==> config.mk <==
export PLATFORM = sky130hd
export DESIGN_NAME = cdp_loader
export DESIGN_NICKNAME = d
export VERILOG_FILES = /design/src/cdp_pkg.sv /design/src/cdp_decomp.sv /design/src/cdp_loader.sv
export SDC_FILE = /design/constraint.sdc
export NUM_CORES = 1
export LEC_CHECK = 0
export ABC_AREA = 0
export BUFFER_PORTS_ARGS = -buffer_cell sky130_fd_sc_hd__buf_2
export CAP_MARGIN = 20
export CELL_PAD_IN_SITES_DETAIL_PLACEMENT = 0
export CELL_PAD_IN_SITES_GLOBAL_PLACEMENT = 2
export CORE_MARGIN = 10
export CORE_UTILIZATION = 40
export DETAILED_ROUTE_END_ITERATION = 10
export PLACE_DENSITY = 0.9
export SETUP_SLACK_MARGIN = 0.05
export SLEW_MARGIN = 0
export SYNTH_ARGS = -nofsm -noshare
export SYNTH_HDL_FRONTEND = slang
export SYNTH_SLANG_ARGS = --single-unit
==> constraint.sdc <==
create_clock -name CLK_I -period 6.9 [get_ports CLK_I]
set_input_delay 0.69 -clock CLK_I [delete_from_list [all_inputs] [get_ports CLK_I]]
set_output_delay 0.69 -clock CLK_I [all_outputs]
set_load 0.02 [all_outputs]
==> src/cdp_pkg.sv <==
// shared constants and types of the configuration loader front end
package cdp_pkg;
    // ==========================================================
    // timing
    localparam int unsigned CLK_PERIOD_NS = 5;
    localparam int unsigned FAST_POR_NS   = 3000;
    localparam int unsigned STD_POR_NS    = 100000;
    localparam int unsigned FAST_POR_CYC  =
        (FAST_POR_NS + CLK_PERIOD_NS - 1) / CLK_PERIOD_NS;
    localparam int unsigned STD_POR_CYC   =
        (STD_POR_NS + CLK_PERIOD_NS - 1) / CLK_PERIOD_NS;
    localparam int unsigned IN_GAP_CYC    = 8;
    // ==========================================================
    // mode-select pin fields
    localparam int MODE_W          = 3;
    localparam int MODE_SCHEME_LSB = 0;
    localparam int MODE_FAST_BIT   = 2;
    typedef enum logic [1:0] {
        SCH_SERIAL_MEM  = 2'h0,
        SCH_PAR_FLASH   = 2'h1,
        SCH_HOST_SERIAL = 2'h2,
        SCH_HOST_PAR    = 2'h3
    } cdp_scheme_t;
    // ==========================================================
    // stream format
    localparam int         DATA_W       = 8;
    localparam int         CNT_W        = 16;
    localparam int         HDR_IDX_W    = 2;
    localparam int         HDR_COMP_BIT = 0;
    localparam logic [1:0] HDR_FLAGS    = 2'h0;
    localparam logic [1:0] HDR_CNT_HI   = 2'h1;
    localparam logic [1:0] HDR_CNT_LO   = 2'h2;
    localparam logic [7:0] ESC_CODE     = 8'h00;
    localparam logic [7:0] FILL_CODE    = 8'h00;
    localparam int         RUN_W        = 2;
    localparam logic [15:0] ADDR_RST    = 16'h0000;
    // ==========================================================
    // states
    typedef enum logic [5:0] {
        ST_POR  = 6'h01,
        ST_HOLD = 6'h02,
        ST_HDR  = 6'h04,
        ST_LOAD = 6'h08,
        ST_DONE = 6'h10,
        ST_ERR  = 6'h20
    } cdp_state_t;
    typedef enum logic [2:0] {
        DC_IDLE = 3'h1,
        DC_CNT  = 3'h2,
        DC_RUN  = 3'h4
    } cdp_dstate_t;
endpackage

==> src/cdp_decomp.sv <==
// real-time run-length expander between stream input and cell writer
`timescale 1ns/100ps
module cdp_decomp #(
    parameter int DW = cdp_pkg::DATA_W,
    parameter int RW = cdp_pkg::RUN_W
) (
    input  wire logic          clk_i,
    input  wire logic          resetn_i,
    input  wire logic          ce_i,
    input  wire logic          clear_i,
    input  wire logic          comp_en_i,
    input  wire logic          in_valid_i,
    input  wire logic [DW-1:0] in_data_i,
    output logic               out_valid_o,
    output logic      [DW-1:0] out_data_o
);
    import cdp_pkg::*;

    typedef struct packed {
        cdp_dstate_t   st;
        logic [RW-1:0] run;
        logic          ov;
        logic [DW-1:0] od;
    } cdp_dec_t;

    cdp_dec_t q;
    cdp_dec_t next_q;

    // ==========================================================
    // expander: escape, count n, then n+1 fill words
    always_comb begin
        next_q    = q;
        next_q.ov = 1'b0;
        if (clear_i) begin
            next_q.st  = DC_IDLE;
            next_q.run = '0;
        end else begin
            unique case (q.st)
                DC_IDLE: begin
                    if (in_valid_i) begin
                        if (comp_en_i && in_data_i == ESC_CODE) begin
                            next_q.st = DC_CNT;
                        end else begin
                            next_q.ov = 1'b1;
                            next_q.od = in_data_i;
                        end
                    end
                end
                DC_CNT: begin
                    if (in_valid_i) begin
                        next_q.ov  = 1'b1;
                        next_q.od  = FILL_CODE;
                        next_q.run = in_data_i[RW-1:0];
                        if (in_data_i[RW-1:0] != '0) begin
                            next_q.st = DC_RUN;
                        end else begin
                            next_q.st = DC_IDLE;
                        end
                    end
                end
                DC_RUN: begin
                    // one word a cycle, so a run ends before the next byte
                    next_q.ov  = 1'b1;
                    next_q.od  = FILL_CODE;
                    next_q.run = q.run - 1'b1;
                    if (q.run == 1) begin
                        next_q.st = DC_IDLE;
                    end
                end
            endcase
        end
    end

    always_ff @(posedge clk_i or negedge resetn_i) begin
        if (!resetn_i) begin
            q    <= '0;
            q.st <= DC_IDLE;
        end else if (ce_i) begin
            q <= next_q;
        end
    end

    assign out_valid_o = q.ov;
    assign out_data_o  = q.od;
endmodule

==> src/cdp_loader.sv <==
// configuration loader front end: power-on reset, restart, stream load
`timescale 1ns/100ps
module cdp_loader #(
    parameter int POR_W     = 16,
    parameter int FAST_CYC  = cdp_pkg::FAST_POR_CYC,
    parameter int STD_CYC   = cdp_pkg::STD_POR_CYC
) (
    input  wire logic                          CLK_I,
    input  wire logic                          RESETN_I,
    input  wire logic                          CE_I,
    input  wire logic                          CORE_SUPPLY_GOOD_I,
    input  wire logic                          ANALOG_SUPPLY_GOOD_I,
    input  wire logic                          IO_SUPPLY_GOOD_I,
    input  wire logic [cdp_pkg::MODE_W-1:0]    MODE_SELECT_PINS_I,
    input  wire logic                          REMOTE_OPTION_I,
    input  wire logic                          TEST_PORT_CFG_I,
    input  wire logic                          RESTART_INPUT_N_I,
    input  wire logic                          CFG_VALID_I,
    input  wire logic [cdp_pkg::DATA_W-1:0]    CFG_DATA_I,
    output logic                               STATUS_OPEN_DRAIN_N_O,
    output logic                               STATUS_OPEN_DRAIN_N_OE_O,
    output logic                               LOAD_COMPLETE_O,
    output logic                               LOAD_COMPLETE_OE_O,
    output logic                               DEVICE_IN_RESET_O,
    output logic                               REMOTE_UPDATE_O,
    output logic                               CELL_WE_O,
    output logic [cdp_pkg::CNT_W-1:0]          CELL_ADDR_O,
    output logic [cdp_pkg::DATA_W-1:0]         CELL_DATA_O
);
    import cdp_pkg::*;

    typedef struct packed {
        cdp_state_t           st;
        logic [POR_W-1:0]     por_cnt;
        logic                 fast;
        logic [HDR_IDX_W-1:0] hdr_idx;
        logic                 comp;
        logic [CNT_W-1:0]     left;
        logic [CNT_W-1:0]     addr;
        logic [CNT_W-1:0]     waddr;
        logic                 we;
        logic [DATA_W-1:0]    wdata;
        logic                 status_oe;
        logic                 done_oe;
        logic                 in_reset;
        logic                 remote;
    } cdp_top_t;

    localparam logic [POR_W-1:0] FAST_LIM = POR_W'(FAST_CYC - 1);
    localparam logic [POR_W-1:0] STD_LIM  = POR_W'(STD_CYC - 1);

    cdp_top_t          q;
    cdp_top_t          next_q;
    logic              dec_valid;
    logic [DATA_W-1:0] dec_data;
    cdp_scheme_t       scheme;
    logic              serial_sch;
    logic              master_sch;
    logic              all_good;
    logic              brown_out;

    // ==========================================================
    // pin decode
    assign scheme     = cdp_scheme_t'(
                            MODE_SELECT_PINS_I[MODE_SCHEME_LSB +: 2]);
    assign serial_sch = scheme == SCH_SERIAL_MEM || scheme == SCH_HOST_SERIAL;
    assign master_sch = scheme == SCH_SERIAL_MEM || scheme == SCH_PAR_FLASH;
    assign all_good   = CORE_SUPPLY_GOOD_I && ANALOG_SUPPLY_GOOD_I &&
                        IO_SUPPLY_GOOD_I;
    assign brown_out  = !CORE_SUPPLY_GOOD_I || !ANALOG_SUPPLY_GOOD_I;

    // ==========================================================
    // expander; cleared outside the load state
    cdp_decomp #(
        .DW (DATA_W),
        .RW (RUN_W)
    ) u_decomp (
        .clk_i       (CLK_I),
        .resetn_i    (RESETN_I),
        .ce_i        (CE_I),
        .clear_i     (q.st != ST_LOAD),
        .comp_en_i   (q.comp),
        .in_valid_i  (q.st == ST_LOAD && CFG_VALID_I),
        .in_data_i   (CFG_DATA_I),
        .out_valid_o (dec_valid),
        .out_data_o  (dec_data)
    );

    // ==========================================================
    // sequencer
    always_comb begin
        next_q    = q;
        next_q.we = 1'b0;
        unique case (q.st)
            ST_POR: begin
                next_q.fast = MODE_SELECT_PINS_I[MODE_FAST_BIT];
                if (!all_good) begin
                    next_q.por_cnt = '0;
                end else if (q.por_cnt == (q.fast ? FAST_LIM : STD_LIM)) begin
                    next_q.st = ST_HOLD;
                end else begin
                    next_q.por_cnt = q.por_cnt + 1'b1;
                end
            end
            ST_HOLD: begin
                // host keeps restart low while slow supplies settle
                if (RESTART_INPUT_N_I) begin
                    next_q.st = ST_HDR;
                end
            end
            ST_HDR: begin
                if (CFG_VALID_I) begin
                    next_q.hdr_idx = q.hdr_idx + 1'b1;
                    unique case (q.hdr_idx)
                        HDR_FLAGS: begin
                            next_q.comp = CFG_DATA_I[HDR_COMP_BIT];
                            // parallel schemes carry no expander path
                            if (CFG_DATA_I[HDR_COMP_BIT] && !serial_sch) begin
                                next_q.st = ST_ERR;
                            end
                        end
                        HDR_CNT_HI: begin
                            next_q.left[CNT_W-1:DATA_W] = CFG_DATA_I;
                        end
                        HDR_CNT_LO: begin
                            next_q.left[DATA_W-1:0] = CFG_DATA_I;
                            if (q.left[CNT_W-1:DATA_W] == '0 &&
                                CFG_DATA_I == '0) begin
                                next_q.st = ST_DONE;
                            end else begin
                                next_q.st = ST_LOAD;
                            end
                        end
                        default: begin
                            next_q.st = ST_ERR;
                        end
                    endcase
                end
            end
            ST_LOAD: begin
                if (dec_valid) begin
                    next_q.we    = 1'b1;
                    next_q.wdata = dec_data;
                    next_q.waddr = q.addr;
                    next_q.addr  = q.addr + 1'b1;
                    next_q.left  = q.left - 1'b1;
                    if (q.left == 1) begin
                        next_q.st = ST_DONE;
                    end
                end
            end
            ST_DONE, ST_ERR: begin
            end
        endcase
        // restart and brown-out override every later state
        if (q.st != ST_POR) begin
            if (brown_out) begin
                next_q.st      = ST_POR;
                next_q.por_cnt = '0;
            end else if (!RESTART_INPUT_N_I) begin
                next_q.st = ST_HOLD;
            end
        end
        if (next_q.st == ST_POR || next_q.st == ST_HOLD) begin
            next_q.hdr_idx = '0;
            next_q.comp    = 1'b0;
            next_q.left    = '0;
            next_q.addr    = ADDR_RST;
            next_q.we      = 1'b0;
        end
        next_q.in_reset  = next_q.st == ST_POR || next_q.st == ST_HOLD;
        next_q.status_oe = next_q.in_reset || next_q.st == ST_ERR;
        next_q.done_oe   = next_q.st != ST_DONE;
        next_q.remote    = REMOTE_OPTION_I && master_sch &&
                           !TEST_PORT_CFG_I;
    end

    always_ff @(posedge CLK_I or negedge RESETN_I) begin
        if (!RESETN_I) begin
            q           <= '0;
            q.st        <= ST_POR;
            q.addr      <= ADDR_RST;
            q.status_oe <= 1'b1;
            q.done_oe   <= 1'b1;
            q.in_reset  <= 1'b1;
        end else if (CE_I) begin
            q <= next_q;
        end
    end

    // ==========================================================
    // outputs; open-drain levels stay low, only the enables move
    assign STATUS_OPEN_DRAIN_N_O    = 1'b0;
    assign LOAD_COMPLETE_O          = 1'b0;
    assign STATUS_OPEN_DRAIN_N_OE_O = q.status_oe;
    assign LOAD_COMPLETE_OE_O       = q.done_oe;
    assign DEVICE_IN_RESET_O        = q.in_reset;
    assign REMOTE_UPDATE_O          = q.remote;
    assign CELL_WE_O                = q.we;
    assign CELL_ADDR_O              = q.waddr;
    assign CELL_DATA_O              = q.wdata;
endmodule

# == After elaboration in Yosys (flattened, before gate mapping) ==
# Index checks and enable logic that the tools add are counted.
# W data, S select, Z words.
# classes
muxes,40
bitwise_logic,1
eq_ne,31
addsub,5
reduce_logical,39
# ops
op,count
$mux W57,1
$mux W6,9
$mux W16,3
$mux W41,1
$mux W35,1
$add A16 B1 Y16 const B,2
$pmux W16 S2,1
$mux W9,3
$pmux W9 S3,1
$pmux W6 S4,1
$mux W22,1
$reduce_and A5 Y1,4
$mux W19,1
$pmux W6 S3,1
$mux W17,1
$eq A16 B1 Y1 const B,1
$eq A16 B15 Y1,1
$logic_not A8 Y1,2
$mux W8,2
$sub A16 B1 Y16 const B,1
$mux W15,1
$mux W3,5
$mux W14,1
$eq A6 B1 Y1 const B,2
33 further kinds,69
# word_totals
regBits,101
input_bits,21

# == Longest topological paths before layout ==
# depth
ltp_word,15
ltp_mapped,11

# == Cells and area by module ==
# A second synthesis with hierarchy kept.
# unflattened
cells_unflattened,673
area_unflattened_um2,6058.3
# by_module_without_submodules
mod,cells_per_inst,seq_area_each_um2,n_inst,area_each_um2
cdp_loader,593,2182.1,1,5196.2
cdp_decomp,80,351.6,1,862.1

# == Least setup slack after synthesis ==
# OpenSTA, ideal clock, no wires.
# synth_path
path_kind,in2reg
startpoint,input port CFG_DATA_I[0] (netlist name)
endpoint,register q[40] (netlist name)
path_stages,9
setup_slack_ns,3.420
arrival_time_ns,3.360
t_required_ns,6.780
setup_time_ns,0.120
path_buffers,1
cell_sequence,or4_1 nand4bb_1 and4_1 o31a_1 a221o_1 a2111oi_4 buf_2 nand2_1 a31o_2
# synth_via
elab_chain_cells,13
elab_cells_between_ends,18
# synth_rtl
item,line_no,text
"start, declared",cdp_loader.sv:19,"input wire logic [cdp_pkg::DATA_W-1:0] CFG_DATA_I,"
$logic_not A8 Y1,cdp_loader.sv:128,CFG_DATA_I == '0) begin
$logic_and A1 B1 Y1,cdp_loader.sv:127,if (q.left[CNT_W-1:DATA_W] == '0 &&
$mux W5,cdp_loader.sv:127,
$pmux W6 S3 *,cdp_loader.sv:114,unique case (q.hdr_idx)
$mux W6 *,cdp_loader.sv:112,if (CFG_VALID_I) begin
$pmux W6 S4 *,cdp_loader.sv:94,unique case (q.st)
$mux W6,cdp_loader.sv:160,end else if (!RESTART_INPUT_N_I) begin
$mux W6,cdp_loader.sv:157,if (brown_out) begin
$mux W22 *,cdp_loader.sv:156,if (q.st != ST_POR) begin
$eq A6 B1 Y1 or $eq A6 B2 Y1 (tied branches),cdp_loader.sv:164,if (next_q.st == ST_POR || next_q.st == ST_HOLD) begin
$logic_or A1 B1 Y1 *,cdp_loader.sv:164,
$reduce_bool A2 Y1 (no source line),-,
$reduce_and A3 Y1 (no source line),-,
"end signal, assigned",cdp_loader.sv:187,q <= next_q;
"end, declared",cdp_loader.sv:52,cdp_top_t q;
# Every way passes the cells marked *; elsewhere a longest branch is shown, timed or not.
# A chain may end at the register's enable or synchronous reset.

# == Worst setup path after layout ==
# layout_path
startpoint,register q[83] (netlist name)
endpoint,register q[29] (netlist name)
# layout_via
elab_chain_cells,11
elab_cells_between_ends,24
# layout_rtl
item,line_no,text
$mux W6,cdp_loader.sv:118,if (CFG_DATA_I[HDR_COMP_BIT] && !serial_sch) begin
$pmux W6 S3,cdp_loader.sv:114,
$mux W6,cdp_loader.sv:112,
$pmux W6 S4,cdp_loader.sv:94,
$mux W6,cdp_loader.sv:160,
$mux W6,cdp_loader.sv:157,
$mux W22,cdp_loader.sv:156,
$eq A6 B1 Y1 or $eq A6 B2 Y1 (tied branches),cdp_loader.sv:164,
$logic_or A1 B1 Y1,cdp_loader.sv:164,
$reduce_bool A2 Y1 (no source line),-,
$reduce_and A3 Y1 (no source line),-,
# Parallel ways exist; a longest one is shown, timed or not.

==> metrics.txt <==
total negative slack=0 ps; 1st-iter DRT viols=approximately 520; non-filler cells, final=around 830; Core ar.=0.0140 mm2; CTS resizes=0; pin count of the biggest net entering global routing=70; Vias=around 4900; Mean Syn Cell Area=just over 9 um2; maximum vdd drop=between 0.1 and 0.15 mV; Post-Synthesis Cell Area=between 0.005 and 0.006 mm2; top cells by area, synth=dfrtp_1 41%, mux2_2 5.8%, nand2_1 4.9%, o21ai_0 4.8%, buf_4 3.4%; initial antenna violation count=0; Post-synth ARST share=1.00; power density over cell area=approximately 220 mW/mm2; crit path DAT=~4200 ps; f_max=approximately 260 MHz; Seq/Total Area, Yosys=0.438; Synth top area share=0.415; Max-slew headroom=0.401; worst min path class=input port to asynchronous set/reset pin; max-cap viol count=0; Yosys top cell by area=dfrtp_1; # hold bufs at CTS=0; drt first pass iters=5; final setup fails=0; Max Clock Skew=11.8 ps; CTS Buf Count=9; clock sinks=approximately 100; half-perimeter wire length after placement=between 10000 and 15000 um; yosys warns=0; unrepaired setup endpoints after global routing=false; startpoint class of the critical path=flop; most frequent cells in the layout=96 x dfrtp_1, 75 x nand2_1, 55 x o21ai_0; Vert. Die Dim=140 um; H-tree lvl count=3; Worst-Margin Slew=886 ps; final worst-path cycle share=0.560; Residual DRC=0; Synth cell types=67; Setup Fix Bufs, Post-CTS=0; clock root cell=clkbuf_16; crit path time final=slightly below 4000 ps; CTS max path bufs=2; status=finished, final reports clean; Crit Path Category=flop to flop; main flop type after synthesis=dfrtp_1; clk_lat worst skew=360 ps; Pwr Total=between 0.001 and 0.0015 W; Lkg Pwr=between 2 and 3 nW; drt total wl=roughly 15000 um; layout cells sized above 1=0.172; hold slack=280 ps; remaining antenna violation count after routing=0; first-pass GRT wire length=24300 um; CP Capture Type=flop; vias in the first global route=4615; GRT Total Usage=0.147; die area=roughly 0.02 mm2; I/O pin total=52; Seq cells post-synth=101; Inst Count DP=816; WL/cell=between 15 and 20 um; routability cong.=just under 0.9; CP required=slightly above 7000 ps; n_diodes=0; total congestion overflow=0; vias per inst=about 5.9; crit path max fanout=28; Hold Violations, Final=0; chip width=approximately 140 um; number of synthesized flops with an enable pin=0; Initial Util=0.412; most common cell after layout, fill and taps aside=dfrtp_1; Pins Over Slew Limit=0; number of port buffers=slightly below 50; CTS tree=yes; Syn-to-layout area delta=8.75%; cell count after synthesis=around 640; Worst-path clk slew=70 ps; row count=between 40 and 50; Final Net Count=just under 700
-- stage by stage --
stage | worst slack [ps] | utilization | area, um2
finish | 3040 | 0.448 | 6300
global route | 2720 | 0.448 | 6300
CTS | 3070 | 0.448 | 6300
detailed placement | 2940 | 0.427 | 6000
global placement | 2980 | 0.427 | 6000
floorplan | 3420 | - | 5790
-- sequential cells by signal, indices dropped and copies added, names as in the netlist --
name,cells
STATUS_OPEN_DRAIN_N_OE_O,1
u_decomp.q,5
REMOTE_UPDATE_O,1
u_decomp.out_valid_o,1
u_decomp.out_data_o,8
CELL_ADDR_O,16
CELL_DATA_O,8
LOAD_COMPLETE_OE_O,1
CELL_WE_O,1
DEVICE_IN_RESET_O,1
q,58
-- worst paths after layout --
path,depth (start not counted),start,slack [ps],end
min reg2reg,2,u_decomp.out_data_o[6],480,u_decomp.out_data_o[6]
max reg2reg,9,q[83],3040,q[29]
min in group CLK_I,2,u_decomp.out_data_o[6],480,u_decomp.out_data_o[6]
min,1,RESETN_I,280,CELL_DATA_O[3]
max in group asynchronous,2,RESETN_I,5390,REMOTE_UPDATE_O
max,9,q[83],3040,q[29]
-- critical path, stage by stage, from the launching register on --
cell and delay (ps):
dfrtp_1 530, nor4b_1 840, and2_1 540, nand2_1 180
o211a_1 150, o22ai_1 360, a2111oi_4 140, buf_4 260
nor2_1 540, mux2_2 270
-- metal layers --
layer / global-route usage / wire length (um)
met5: 0 / 0
met4: 0.0533 / 255
met3: 0.0264 / 676
met2: 0.227 / 6760
met1: 0.200 / 7000
-- power by group --
part           switching (W)  internal [W]
logic               0.000146     0.0000700
clock network       0.000231      0.000293
registers          0.0000195      0.000607
-- cells by family after synthesis --
| group | share of synthesized area |
|---|---|
| mux | 0.0601 |
| xor+xnor | 0.00908 |
| buf+inv | 0.0661 |
| simple gates | 0.193 |
| flops | 0.438 |
| compound gates | 0.214 |
| other cells | 0.000648 |
| fa+ha+maj | 0.0194 |
-- final cells by class --
type	count	area, um2
multi-input cells	460	2880
flip-flops and latches	101	2530
well taps	180	225
fillers	1365	7740
clock inverters	5	57.6
inverters	22	82.6
repair buffers	53	278
clock buffers	11	243
-- synth_stat cells, types with 3 or more instances --
| cell | n |
|---|---|
| xor2_1 | 3 |
| a31o_2 | 5 |
| nor3_1 | 20 |
| nor4b_1 | 3 |
| o21ai_1 | 5 |
| a31oi_1 | 3 |
| buf_2 | 3 |
| or4_1 | 3 |
| o31ai_1 | 4 |
| and3_1 | 11 |
| a41oi_1 | 3 |
| ha_1 | 9 |
| a22o_1 | 18 |
| nor2b_1 | 4 |
| and2_1 | 6 |
| a21oi_1 | 33 |
| dfrtp_1 | 96 |
| o311ai_0 | 4 |
| nand2b_1 | 4 |
| nand4_1 | 9 |
| clkbuf_1 | 23 |
| o21ai_0 | 55 |
| xnor2_1 | 3 |
| a22oi_1 | 5 |
| o22ai_1 | 6 |
| and4_1 | 4 |
| a21o_1 | 4 |
| inv_1 | 21 |
| nand2_1 | 75 |
| nor4_1 | 10 |
| dfstp_2 | 5 |
| nand3_1 | 19 |
| nor2_1 | 50 |
| o2bb2ai_1 | 10 |
| o211ai_1 | 3 |
| mux2_2 | 30 |
| buf_4 | 26 |
No activity file was read; power rests on OpenSTA's default activity.
